$ cat src/include/mbp_pkg.sv
// Package of constants for the multiplexed host port block
package mbp_pkg;

  // ****************************************************************
  // Widths and reset values
  // ****************************************************************
  localparam int          MBP_DATA_W   = 8;      // Shared bus width
  localparam int          MBP_REG_N    = 256;    // Addressable bytes
  localparam int          MBP_FLAG_W   = 8;      // Status flag width
  localparam logic [7:0]  MBP_RST_BYTE = 8'h00;  // Register reset value
  localparam logic [7:0]  MBP_RST_ADDR = 8'h00;  // Address latch reset
  localparam logic [2:0]  MBP_SYNC_RST = 3'h7;   // Idle-high pin sync

  // ****************************************************************
  // Timing
  // ****************************************************************
  localparam int MBP_CLK_NS    = 8;   // Clock period in ns
  // Least delay from read strobe fall to data drive, ns
  localparam int MBP_DDR_MIN_NS = 20;
  // Cycles, rounded up, at least one
  localparam int MBP_DDR_CYC =
    ((MBP_DDR_MIN_NS + MBP_CLK_NS - 1) / MBP_CLK_NS) < 1 ? 1 :
    ((MBP_DDR_MIN_NS + MBP_CLK_NS - 1) / MBP_CLK_NS);

  // ****************************************************************
  // Bus cycle states (Gray along idle -> wait -> drive)
  // ****************************************************************
  typedef enum logic [1:0] {
    MBP_IDLE  = 2'b00,
    MBP_WAIT  = 2'b01,
    MBP_DRIVE = 2'b11
  } mbp_rd_state_t;

endpackage : mbp_pkg

$ cat src/design/mbp_sync.sv
// Three-stage synchroniser with agreement filter for one pin
`timescale 1ns/1ps
`default_nettype none

module mbp_sync
  import mbp_pkg::*;
(
  // Clock and reset
  input  wire logic clk_sys,
  input  wire logic rst,
  // Pin and filtered level
  input  wire logic pin,
  output logic      level
);

  // ****************************************************************
  // Sync chain
  // ****************************************************************
  logic [2:0] stage;       // Flop chain, stage[0] is the first flop
  logic [2:0] next_stage;  // Next chain value
  logic       next_level;  // Next filtered level

  // Shift; output follows only once stages two and three agree
  always_comb
  begin
    next_stage = {stage[1:0], pin};
    next_level = level;
    if (stage[1] == stage[2])
    begin
      next_level = stage[2];
    end
  end

  // Register the chain; idle high suits active-low pins
  always_ff @(posedge clk_sys or posedge rst)
  begin
    if (rst)
    begin
      stage <= MBP_SYNC_RST;
      level <= 1'b1;
    end
    else
    begin
      stage <= next_stage;
      level <= next_level;
    end
  end

endmodule // mbp_sync
`default_nettype wire

$ cat src/design/mbp_host_port.sv
// Multiplexed address/data host port with interrupt and power-on pins
`timescale 1ns/1ps
`default_nettype none

module mbp_host_port
  import mbp_pkg::*;
(
  // Clock and reset
  input  wire logic                          clk_sys,
  input  wire logic                          rst,
  // Shared address/data bus pins
  input  wire logic [mbp_pkg::MBP_DATA_W-1:0] shared_addr_data_bus_in,
  output logic      [mbp_pkg::MBP_DATA_W-1:0] shared_addr_data_bus_out,
  output logic                                shared_addr_data_bus_oe,
  // Bus strobes
  input  wire logic                          addr_latch,
  input  wire logic                          chip_sel_n,
  input  wire logic                          rd_n,
  input  wire logic                          wr_n,
  // Interrupt request, open drain
  output logic                               irq_n_out,
  output logic                               irq_n_oe,
  // Kickstart and power-on control
  input  wire logic                          kickstart_in_n,
  output logic                               power_on_ctrl_n_out,
  output logic                               power_on_ctrl_n_oe,
  // Supply status and control bits
  input  wire logic                          main_supply_ok,
  input  wire logic                          aux_supply_ok,
  input  wire logic                          aux_battery_enable,
  input  wire logic                          sw_power_on,
  input  wire logic                          wake_event,
  input  wire logic                          ks_flag_clr,
  // Flags, enables and register file access for the core
  input  wire logic [mbp_pkg::MBP_FLAG_W-1:0] status_flags,
  input  wire logic [mbp_pkg::MBP_FLAG_W-1:0] irq_enables,
  output logic                               ks_flag,
  output logic [mbp_pkg::MBP_DATA_W-1:0]     last_addr,
  output logic                               wr_pulse,
  output logic [mbp_pkg::MBP_DATA_W-1:0]     wr_data
);
  import mbp_pkg::*;

  // ****************************************************************
  // Pin synchronisers
  // ****************************************************************
  logic ale_n_s;  // Inverted address strobe: idle high like the others
  logic cs_s;   // Filtered chip select, active low
  logic rd_s;   // Filtered read strobe, active low
  logic wr_s;   // Filtered write strobe, active low
  logic ks_s;   // Filtered kickstart, active low

  mbp_sync u_ale (.clk_sys(clk_sys), .rst(rst), .pin(~addr_latch),
                  .level(ale_n_s));
  mbp_sync u_cs  (.clk_sys(clk_sys), .rst(rst), .pin(chip_sel_n),
                  .level(cs_s));
  mbp_sync u_rd  (.clk_sys(clk_sys), .rst(rst), .pin(rd_n),
                  .level(rd_s));
  mbp_sync u_wr  (.clk_sys(clk_sys), .rst(rst), .pin(wr_n),
                  .level(wr_s));
  mbp_sync u_ks  (.clk_sys(clk_sys), .rst(rst), .pin(kickstart_in_n),
                  .level(ks_s));

  // Bus data is sampled through a delayed copy so it is stable at edges
  logic [MBP_DATA_W-1:0] bus_d1;  // First sample of the bus
  logic [MBP_DATA_W-1:0] bus_d2;  // Second sample of the bus
  logic [MBP_DATA_W-1:0] bus_d3;  // Matches strobe filter latency

  // ****************************************************************
  // Edge detection and register storage
  // ****************************************************************
  logic ale_n_q;  // Previous inverted address strobe
  logic wr_q;   // Previous filtered write strobe
  logic ks_q;   // Previous filtered kickstart
  logic ale_fall;
  logic wr_rise;
  logic ks_fall;

  logic [MBP_DATA_W-1:0] regs [MBP_REG_N];  // Byte-wide register file
  logic [MBP_DATA_W-1:0] next_last_addr;
  logic                  next_wr_pulse;
  logic [MBP_DATA_W-1:0] next_wr_data;
  logic                  next_ks_flag;

  assign ale_fall = ~ale_n_q & ale_n_s;
  assign wr_rise  = ~wr_q & wr_s;
  assign ks_fall  = ks_q & ~ks_s;

  // Access is only allowed when selected and the main supply is good
  function automatic logic access_ok(input logic cs_n, input logic vcc);
    return ~cs_n & vcc;
  endfunction

  // Compute address latch, write strobe and kickstart flag
  always_comb
  begin
    next_last_addr = last_addr;
    next_wr_pulse  = 1'b0;
    next_wr_data   = wr_data;
    next_ks_flag   = ks_flag;
    // Latched even when deselected or supply is low
    if (ale_fall)
    begin
      next_last_addr = bus_d3;
    end
    // Chip select checked at write end; host keeps it low meanwhile
    if (wr_rise && access_ok(cs_s, main_supply_ok))
    begin
      next_wr_pulse = 1'b1;
      next_wr_data  = bus_d3;
    end
    // Clear first so an event in the same cycle wins
    if (ks_flag_clr)
    begin
      next_ks_flag = 1'b0;
    end
    if (ks_fall && main_supply_ok)
    begin
      next_ks_flag = 1'b1;
    end
  end

  // Register edge history, address and write data
  always_ff @(posedge clk_sys or posedge rst)
  begin
    if (rst)
    begin
      bus_d1    <= MBP_RST_BYTE;
      bus_d2    <= MBP_RST_BYTE;
      bus_d3    <= MBP_RST_BYTE;
      ale_n_q   <= 1'b1;
      wr_q      <= 1'b1;
      ks_q      <= 1'b1;
      last_addr <= MBP_RST_ADDR;
      wr_pulse  <= 1'b0;
      wr_data   <= MBP_RST_BYTE;
      ks_flag   <= 1'b0;
    end
    else
    begin
      bus_d1    <= shared_addr_data_bus_in;
      bus_d2    <= bus_d1;
      bus_d3    <= bus_d2;
      ale_n_q   <= ale_n_s;
      wr_q      <= wr_s;
      ks_q      <= ks_s;
      last_addr <= next_last_addr;
      wr_pulse  <= next_wr_pulse;
      wr_data   <= next_wr_data;
      ks_flag   <= next_ks_flag;
    end
  end

  // Register file has no reset; contents belong to software
  always_ff @(posedge clk_sys)
  begin
    if (wr_pulse)
    begin
      regs[last_addr] <= wr_data;
    end
  end

  // ****************************************************************
  // Read cycle machine
  // ****************************************************************
  mbp_rd_state_t          rd_state;
  mbp_rd_state_t          next_rd_state;
  logic [1:0]             rd_cnt;       // Delay before driving
  logic [1:0]             next_rd_cnt;
  logic [MBP_DATA_W-1:0]  next_bus_out;
  logic                   next_bus_oe;

  // Drive only after the least output delay; drop at strobe rise
  always_comb
  begin
    next_rd_state = rd_state;
    next_rd_cnt   = rd_cnt;
    next_bus_out  = shared_addr_data_bus_out;
    next_bus_oe   = 1'b0;
    case (rd_state)
      MBP_IDLE:
      begin
        next_rd_cnt = 2'h0;
        if (!rd_s && access_ok(cs_s, main_supply_ok))
        begin
          next_rd_state = MBP_WAIT;
        end
      end
      MBP_WAIT:
      begin
        if (rd_s)
        begin
          next_rd_state = MBP_IDLE;
        end
        else if (rd_cnt >= 2'(MBP_DDR_CYC - 1))
        begin
          next_rd_state = MBP_DRIVE;
          next_bus_out  = regs[last_addr];
          next_bus_oe   = 1'b1;
        end
        else
        begin
          next_rd_cnt = rd_cnt + 2'h1;
        end
      end
      MBP_DRIVE:
      begin
        if (rd_s)
        begin
          next_rd_state = MBP_IDLE;
        end
        else
        begin
          next_bus_oe = 1'b1;
        end
      end
      default:
      begin
        next_rd_state = MBP_IDLE;
      end
    endcase
  end

  // Register read state and bus drive
  always_ff @(posedge clk_sys or posedge rst)
  begin
    if (rst)
    begin
      rd_state                 <= MBP_IDLE;
      rd_cnt                   <= 2'h0;
      shared_addr_data_bus_out <= MBP_RST_BYTE;
      shared_addr_data_bus_oe  <= 1'b0;
    end
    else
    begin
      rd_state                 <= next_rd_state;
      rd_cnt                   <= next_rd_cnt;
      shared_addr_data_bus_out <= next_bus_out;
      shared_addr_data_bus_oe  <= next_bus_oe;
    end
  end

  // ****************************************************************
  // Interrupt and power-on pins
  // ****************************************************************
  logic irq_active;      // Any enabled flag or the kickstart flag set
  logic next_irq_oe;
  logic pwr_latch;       // Power-on request held without supply
  logic next_pwr_latch;
  logic next_pwr_oe;

  // Kickstart flag participates as an extra interrupt source
  assign irq_active = |(status_flags & irq_enables) | ks_flag;

  // Open-drain outputs only ever drive low
  assign irq_n_out           = 1'b0;
  assign power_on_ctrl_n_out = 1'b0;

  // Without supply, wake or kickstart latch power on; with it, software
  always_comb
  begin
    next_irq_oe    = irq_active;
    next_pwr_latch = pwr_latch;
    if (!main_supply_ok)
    begin
      if (wake_event ||
          (ks_fall && aux_battery_enable && aux_supply_ok))
      begin
        next_pwr_latch = 1'b1;
      end
      next_pwr_oe = next_pwr_latch;
    end
    else
    begin
      next_pwr_latch = sw_power_on;
      next_pwr_oe    = sw_power_on;
    end
  end

  // Register open-drain enables
  always_ff @(posedge clk_sys or posedge rst)
  begin
    if (rst)
    begin
      irq_n_oe           <= 1'b0;
      pwr_latch          <= 1'b0;
      power_on_ctrl_n_oe <= 1'b0;
    end
    else
    begin
      irq_n_oe           <= next_irq_oe;
      pwr_latch          <= next_pwr_latch;
      power_on_ctrl_n_oe <= next_pwr_oe;
    end
  end
endmodule // mbp_host_port
`default_nettype wire

$ cat config.mk
export PLATFORM = sky130hd
export DESIGN_NAME = mbp_host_port
export DESIGN_NICKNAME = d
export VERILOG_FILES = /design/src/include/mbp_pkg.sv /design/src/design/mbp_sync.sv /design/src/design/mbp_host_port.sv
export SDC_FILE = /design/constraint.sdc
export NUM_CORES = 2
export LEC_CHECK = 0
export ABC_AREA = 1
export BUFFER_PORTS_ARGS = -buffer_cell sky130_fd_sc_hd__buf_2
export CAP_MARGIN = 10
export CORE_MARGIN = 5
export CORE_UTILIZATION = 30
export CTS_CLUSTER_DIAMETER = 80
export DETAILED_ROUTE_END_ITERATION = 8
export PLACE_DENSITY = 0.56
export SYNTH_ARGS = -nofsm -noshare
export SYNTH_HDL_FRONTEND = slang
export SYNTH_SLANG_ARGS = --single-unit
$ cat constraint.sdc
create_clock -name clk_sys -period 3.8 [get_ports clk_sys]
set_input_delay 0.38 -clock clk_sys [delete_from_list [all_inputs] [get_ports clk_sys]]
set_output_delay 0.38 -clock clk_sys [all_outputs]
set_load 0.02 [all_outputs]
# After elaboration in Yosys (flattened, before gate mapping)
# Memories as Yosys holds them, arrays and structs flattened. A register that Yosys moved wholly into a read port is not among the register bits.
# Index checks and enable logic that the tools add are counted.
dict set report totals {
  regBits 72
  memories 1
  output_inout_bits 31
  mem_bits_rw 2048
}
dict set report op_classes {
  bitwise_logic 12
  eq_ne 12
  n_reduce_logical 15
  n_mux 19
  addsub 1
  magnitude_cmp 1
}
# name words word_bits read_ports rd_ports_with_merged_regs write_ports line
set mem_list {}
lappend mem_list {regs 256 8 1 1 1 mbp_host_port.sv:79} ;# logic [MBP_DATA_W-1:0] regs [MBP_REG_N];
# cell n
set ops {}
lappend ops {{2-bit two-way mux} 6}
lappend ops {{1-bit two-way mux} 10}
lappend ops {{3-bit AND reduction} 3}
lappend ops {{8-bit bitwise AND} 1}
lappend ops {{8-bit OR reduction} 1}
lappend ops {{2-bit inequality test, second input constant} 3}
lappend ops {{1-bit inverter} 6}
lappend ops {{2-bit case mux with 3 select lines} 1}
lappend ops {{2-bit nonzero test} 3}
lappend ops {{1-bit == test} 5}
lappend ops {{1-bit logical AND} 5}
lappend ops {{1-bit bitwise AND} 4}
lappend ops {{2-bit case mux with 2 select lines} 1}
lappend ops {{3-bit by 2-bit inequality test with 1-bit output, second input constant} 1}
lappend ops {{2-bit by 1-bit adder with 2-bit output, second input constant} 1}
lappend ops {{2-bit by 1-bit == test with 1-bit output, second input constant} 1}
lappend ops {{2-bit == test, second input constant} 1}
lappend ops {{2-bit >= comparator, second input constant} 1}
lappend ops {{2-bit zero test} 1}
lappend ops {{2-bit by 1-bit inequality test with 1-bit output, second input constant} 1}
lappend ops {{1-bit case mux with 2 select lines} 1}
lappend ops {{1-bit zero test} 1}
lappend ops {{1-bit logical OR} 1}
lappend ops {{1-bit bitwise OR} 1}

# Logic depth before layout (Yosys ltp)
dict set report logic_depth {
  word_depth 7
  depth_mapped 18
}

# Hierarchy
# A second synthesis with hierarchy kept.
dict set report hier_totals {
  cells_unflattened 7220
  area_unflattened_um2 84071.9
}
# mod cells_each instances area_per_inst_um2
set modules_own_cells {}
lappend modules_own_cells {mbp_host_port 7175 1 83446.3}
lappend modules_own_cells {mbp_sync 9 5 125.1}

# Least setup slack after synthesis
# OpenSTA, ideal clock, no wires.
dict set report synth_timing {
  path_type {reg-to-reg}
  start {register wr_data[0] in the netlist's numbering}
  end {memory regs[0][0], data pin}
  n_path_buf 0
  arrival_ps 3302
  setup_ps 828
  setup_slack_ps -331
  period_less_slack_ps 4131
  stages_incl_launch_ff 1
  path_cell_list {dfrtp_1}
}
# item line
set synth_lines {}
lappend synth_lines {{start: declaration} mbp_host_port.sv:40} ;# output logic [mbp_pkg::MBP_DATA_W-1:0] wr_data
lappend synth_lines {{start signal: assignment} mbp_host_port.sv:149} ;# wr_data <= next_wr_data;
lappend synth_lines {{end: declaration} mbp_host_port.sv:79}
# No word-level cell before the write port.

==> results.yml <==
run_status:
  status: "completed"
clocking:
  clock_latency_ps: 860
  postCtsSetupBuffers: 0
  cts_tree: "yes"
  cts_buffers: 216
  clockBufferDepth: 3
  cts-htree-levels: 4
  cts-root-buf: "clkbuf_16"
  cts_sinks: 2128
  ctsResizeCount: 0
  clk_pin_slew_ps: 60
critical_path:
  critPathKind: "reg2reg"
  r2r_cells: 13
  crit_arrival_ps: 4280
  critical-path-top-delay-family: "simple AND/OR/NAND/NOR gates"
  timing.rr.end: "shared_addr_data_bus_out[2]"
  ff2ff_setup_slack_ps: 280
  cp.depth: 13
  critPathMaxStageDelay_ps: 820
  cp-end-kind: "register"
  critPathLaunchType: "register"
  cpMaxStageDelayCell: "inv_4"
  worstPathCellList: "nand2_1 > inv_4 > buf_4 > nand2_1 > nand2_1 > nor2_1 > nor2_1 > nor2_1 > nand2_1 > nand2_1 > nand3_1 > nor2_1 > nor2_1"
  cp.buffers_inverters: 2
  crit_fanout: 66
  reg2reg_from: "last_addr[2]"
  critPathRequiredTime_ps: 4560
floorplanning:
  die_area_um2: 296000
  num_rows: 196
  die_h_um: 544
  start_util_pct: 30.1
  die_x_um: 544
  ios: 68
  core_um2: 285000
min_path:
  hold_depth: 2
  hold_start: "kickstart_in_n"
  hold_path_class: "in2reg"
  hold_end: "u_ks.stage[0]"
sta:
  period_minus_slack_ps: 3520
  fin_crit_sh_pct: 92.8
  finalSetupViolCount: 0
  worst_pin_slew_ps: 1120
  slew_headroom_pct: 25.3
  tns_ps: 0
  rsz0062_at_grt: "false"
  maxSlewViolCount: 0
  hold_viol_final: 0
  fmax_mhz: 284
  finClkSkew_ps: 39.0
logic_synthesis:
  ys.flop_type: "edfxtp_1"
  synth_edf_count: 2048
  seq_area_frac_synth_pct: 74.2
  ys_types: 27
  yosys_register_bits: 2128
  syn-cell-area_um2: 85600
  synth_warnings: 0
  yosys-top-cells-count: "3570 x nand2_1, 2048 x edfxtp_1, 600 x nor2_1, 417 x nand3_1, 218 x buf_2"
  synth_area_leaders: "edfxtp_1 72%, nand2_1 16%, nor2_1 2.6%"
  netlist_instances: 7597
  synth_most_common_cell: "nand2_1"
  async_flop_share_pct: 3.76
  synth_largest_area_cell: "edfxtp_1"
  syn_area_per_cell_um2: 11.3
  yosys.area.top_type_share_pct: 71.8
drt:
  dr.pass1.iters: 6
  ant_nets: 0
  drt-initial-drc-count: 6090
  drt_wl_total_um: 247000
  wl_per_cell_um: 21.1
  drc: 0
  via_per_inst: 4.83
  dr_total_vias: 56500
placed_design:
  dpl.hpwl_um: 142000
  post-place-cells: 11300
  gp_congestion: 0.834
  port_buffers: 65
  place_area_um2: 91700
layout:
  finalNetCount: 7804
  fin_util_pct: 34.8
  final_cell_area_um2: 99000
  fin_cells: 11700
  area_delta_synth_final_pct: 15.6
  fill_cells: 27900
  drive_gt1_share_pct: 8.83
global_route:
  antenna_found_initial: 7
  grtUsageTotal_pct: 16.3
  grt_max_degree: 138
  overflow: 0
  grt_pass1_vias: 55200
  grt_pass1_wl_um: 365000
power_and_ir_drop:
  p_total_mw: 61.2
  pwr_density_cell_nw_per_um2: 618
  peakVddDrop_uv: 456
  p_leak_nw: 36.6
flow_run:
  maxCapViolations: 0
[per-layer routing]
layer	GRT usage [%]	routed length, µm
met5	0	0
met3	2.70	18900
met1	22.8	107000
met4	4.79	7220
met2	26.1	115000
[cells in the final DEF (no fill, tap or decap), drive strengths merged, types with 71 or more instances in the layout]
cell type	Yosys	routed
nand2	3570	3570
edfxtp	2048	2048
nor2	603	603
nand3	417	417
buf	258	348
clkbuf	163	263
nand4	181	181
o21ai	112	112
clkinv	1	105
a21oi	82	82
inv	63	71
[worst register-to-register path: cells and delay by family, from the launching register on]
| kind | cells | cell delay, ps |
|---|---|---|
| simple gates | 11 | 1640 |
| buf+inv | 2 | 1300 |
| flops | 1 | 510 |
[state kept, by name, summed over array words and instances (netlist names), 8 cells and up]
signal	count
bus_d1	8
bus_d2	8
bus_d3	8
last_addr	8
regs	2048
shared_addr_data_bus_out	8
wr_data	8
[repair_timing]
item | in CTS | in global routing
hold buffers | 23 | 0
endpoints found under the hold margin | 62 | 0
setup endpoints to repair | 0 | 0
[cells by family (layout without fill, tap and decap cells)]
family	Yosys count	in the layout	share of synthesized area, %
AOI/OAI and AO/OA	200	200	1.19
DFF	2128	2128	74.2
adders and majority gates	6	6	0.0730
buffers and inverters	485	836	2.46
and+or+nand+nor	4777	4777	22.1
other	1	3	0.00438
[worst max-delay path by stage]
stage	from	endpoint
finish	last_addr[2]	shared_addr_data_bus_out[2]
detailed placement	last_addr[3]	shared_addr_data_bus_out[2]
global placement	last_addr[2]	shared_addr_data_bus_out[1]
floorplan	rst	wr_data[0]
CTS	last_addr[3]	shared_addr_data_bus_out[2]
global route	last_addr[3]	shared_addr_data_bus_out[2]
[report_power, final]
group / total, mW / switching, mW / leakage, nW / internal, mW
sequential: 28.1 / 0.556 / 19.5 / 27.5
clock: 21.1 / 9.03 / 3.44 / 12.1
combinational: 12.0 / 9.23 / 13.7 / 2.76
total: 61.2 / 18.8 / 36.6 / 42.4
[through the flow]
stage	hold WS, ps	worst slack (ps)
2_1_floorplan	331	1230
3_3_place_gp	335	423
5_1_grt	133	83.0
6_report	166	275
4_1_cts	101	379
3_5_place_dp	335	417
[final cells by class]
type / count / area, µm² / area share, %
flip-flops and latches: 2128 / 63600 / 64.2
multi-input cells: 4985 / 20100 / 20.3
clock buffers: 263 / 5700 / 5.76
well taps: 3762 / 4710 / 4.76
repair buffers: 371 / 3370 / 3.40
clock inverters: 138 / 1320 / 1.33
inverters: 64 / 256 / 0.259
diodes: 1 / 2.50 / 0.00253
No activity file was read; power rests on OpenSTA's default activity.
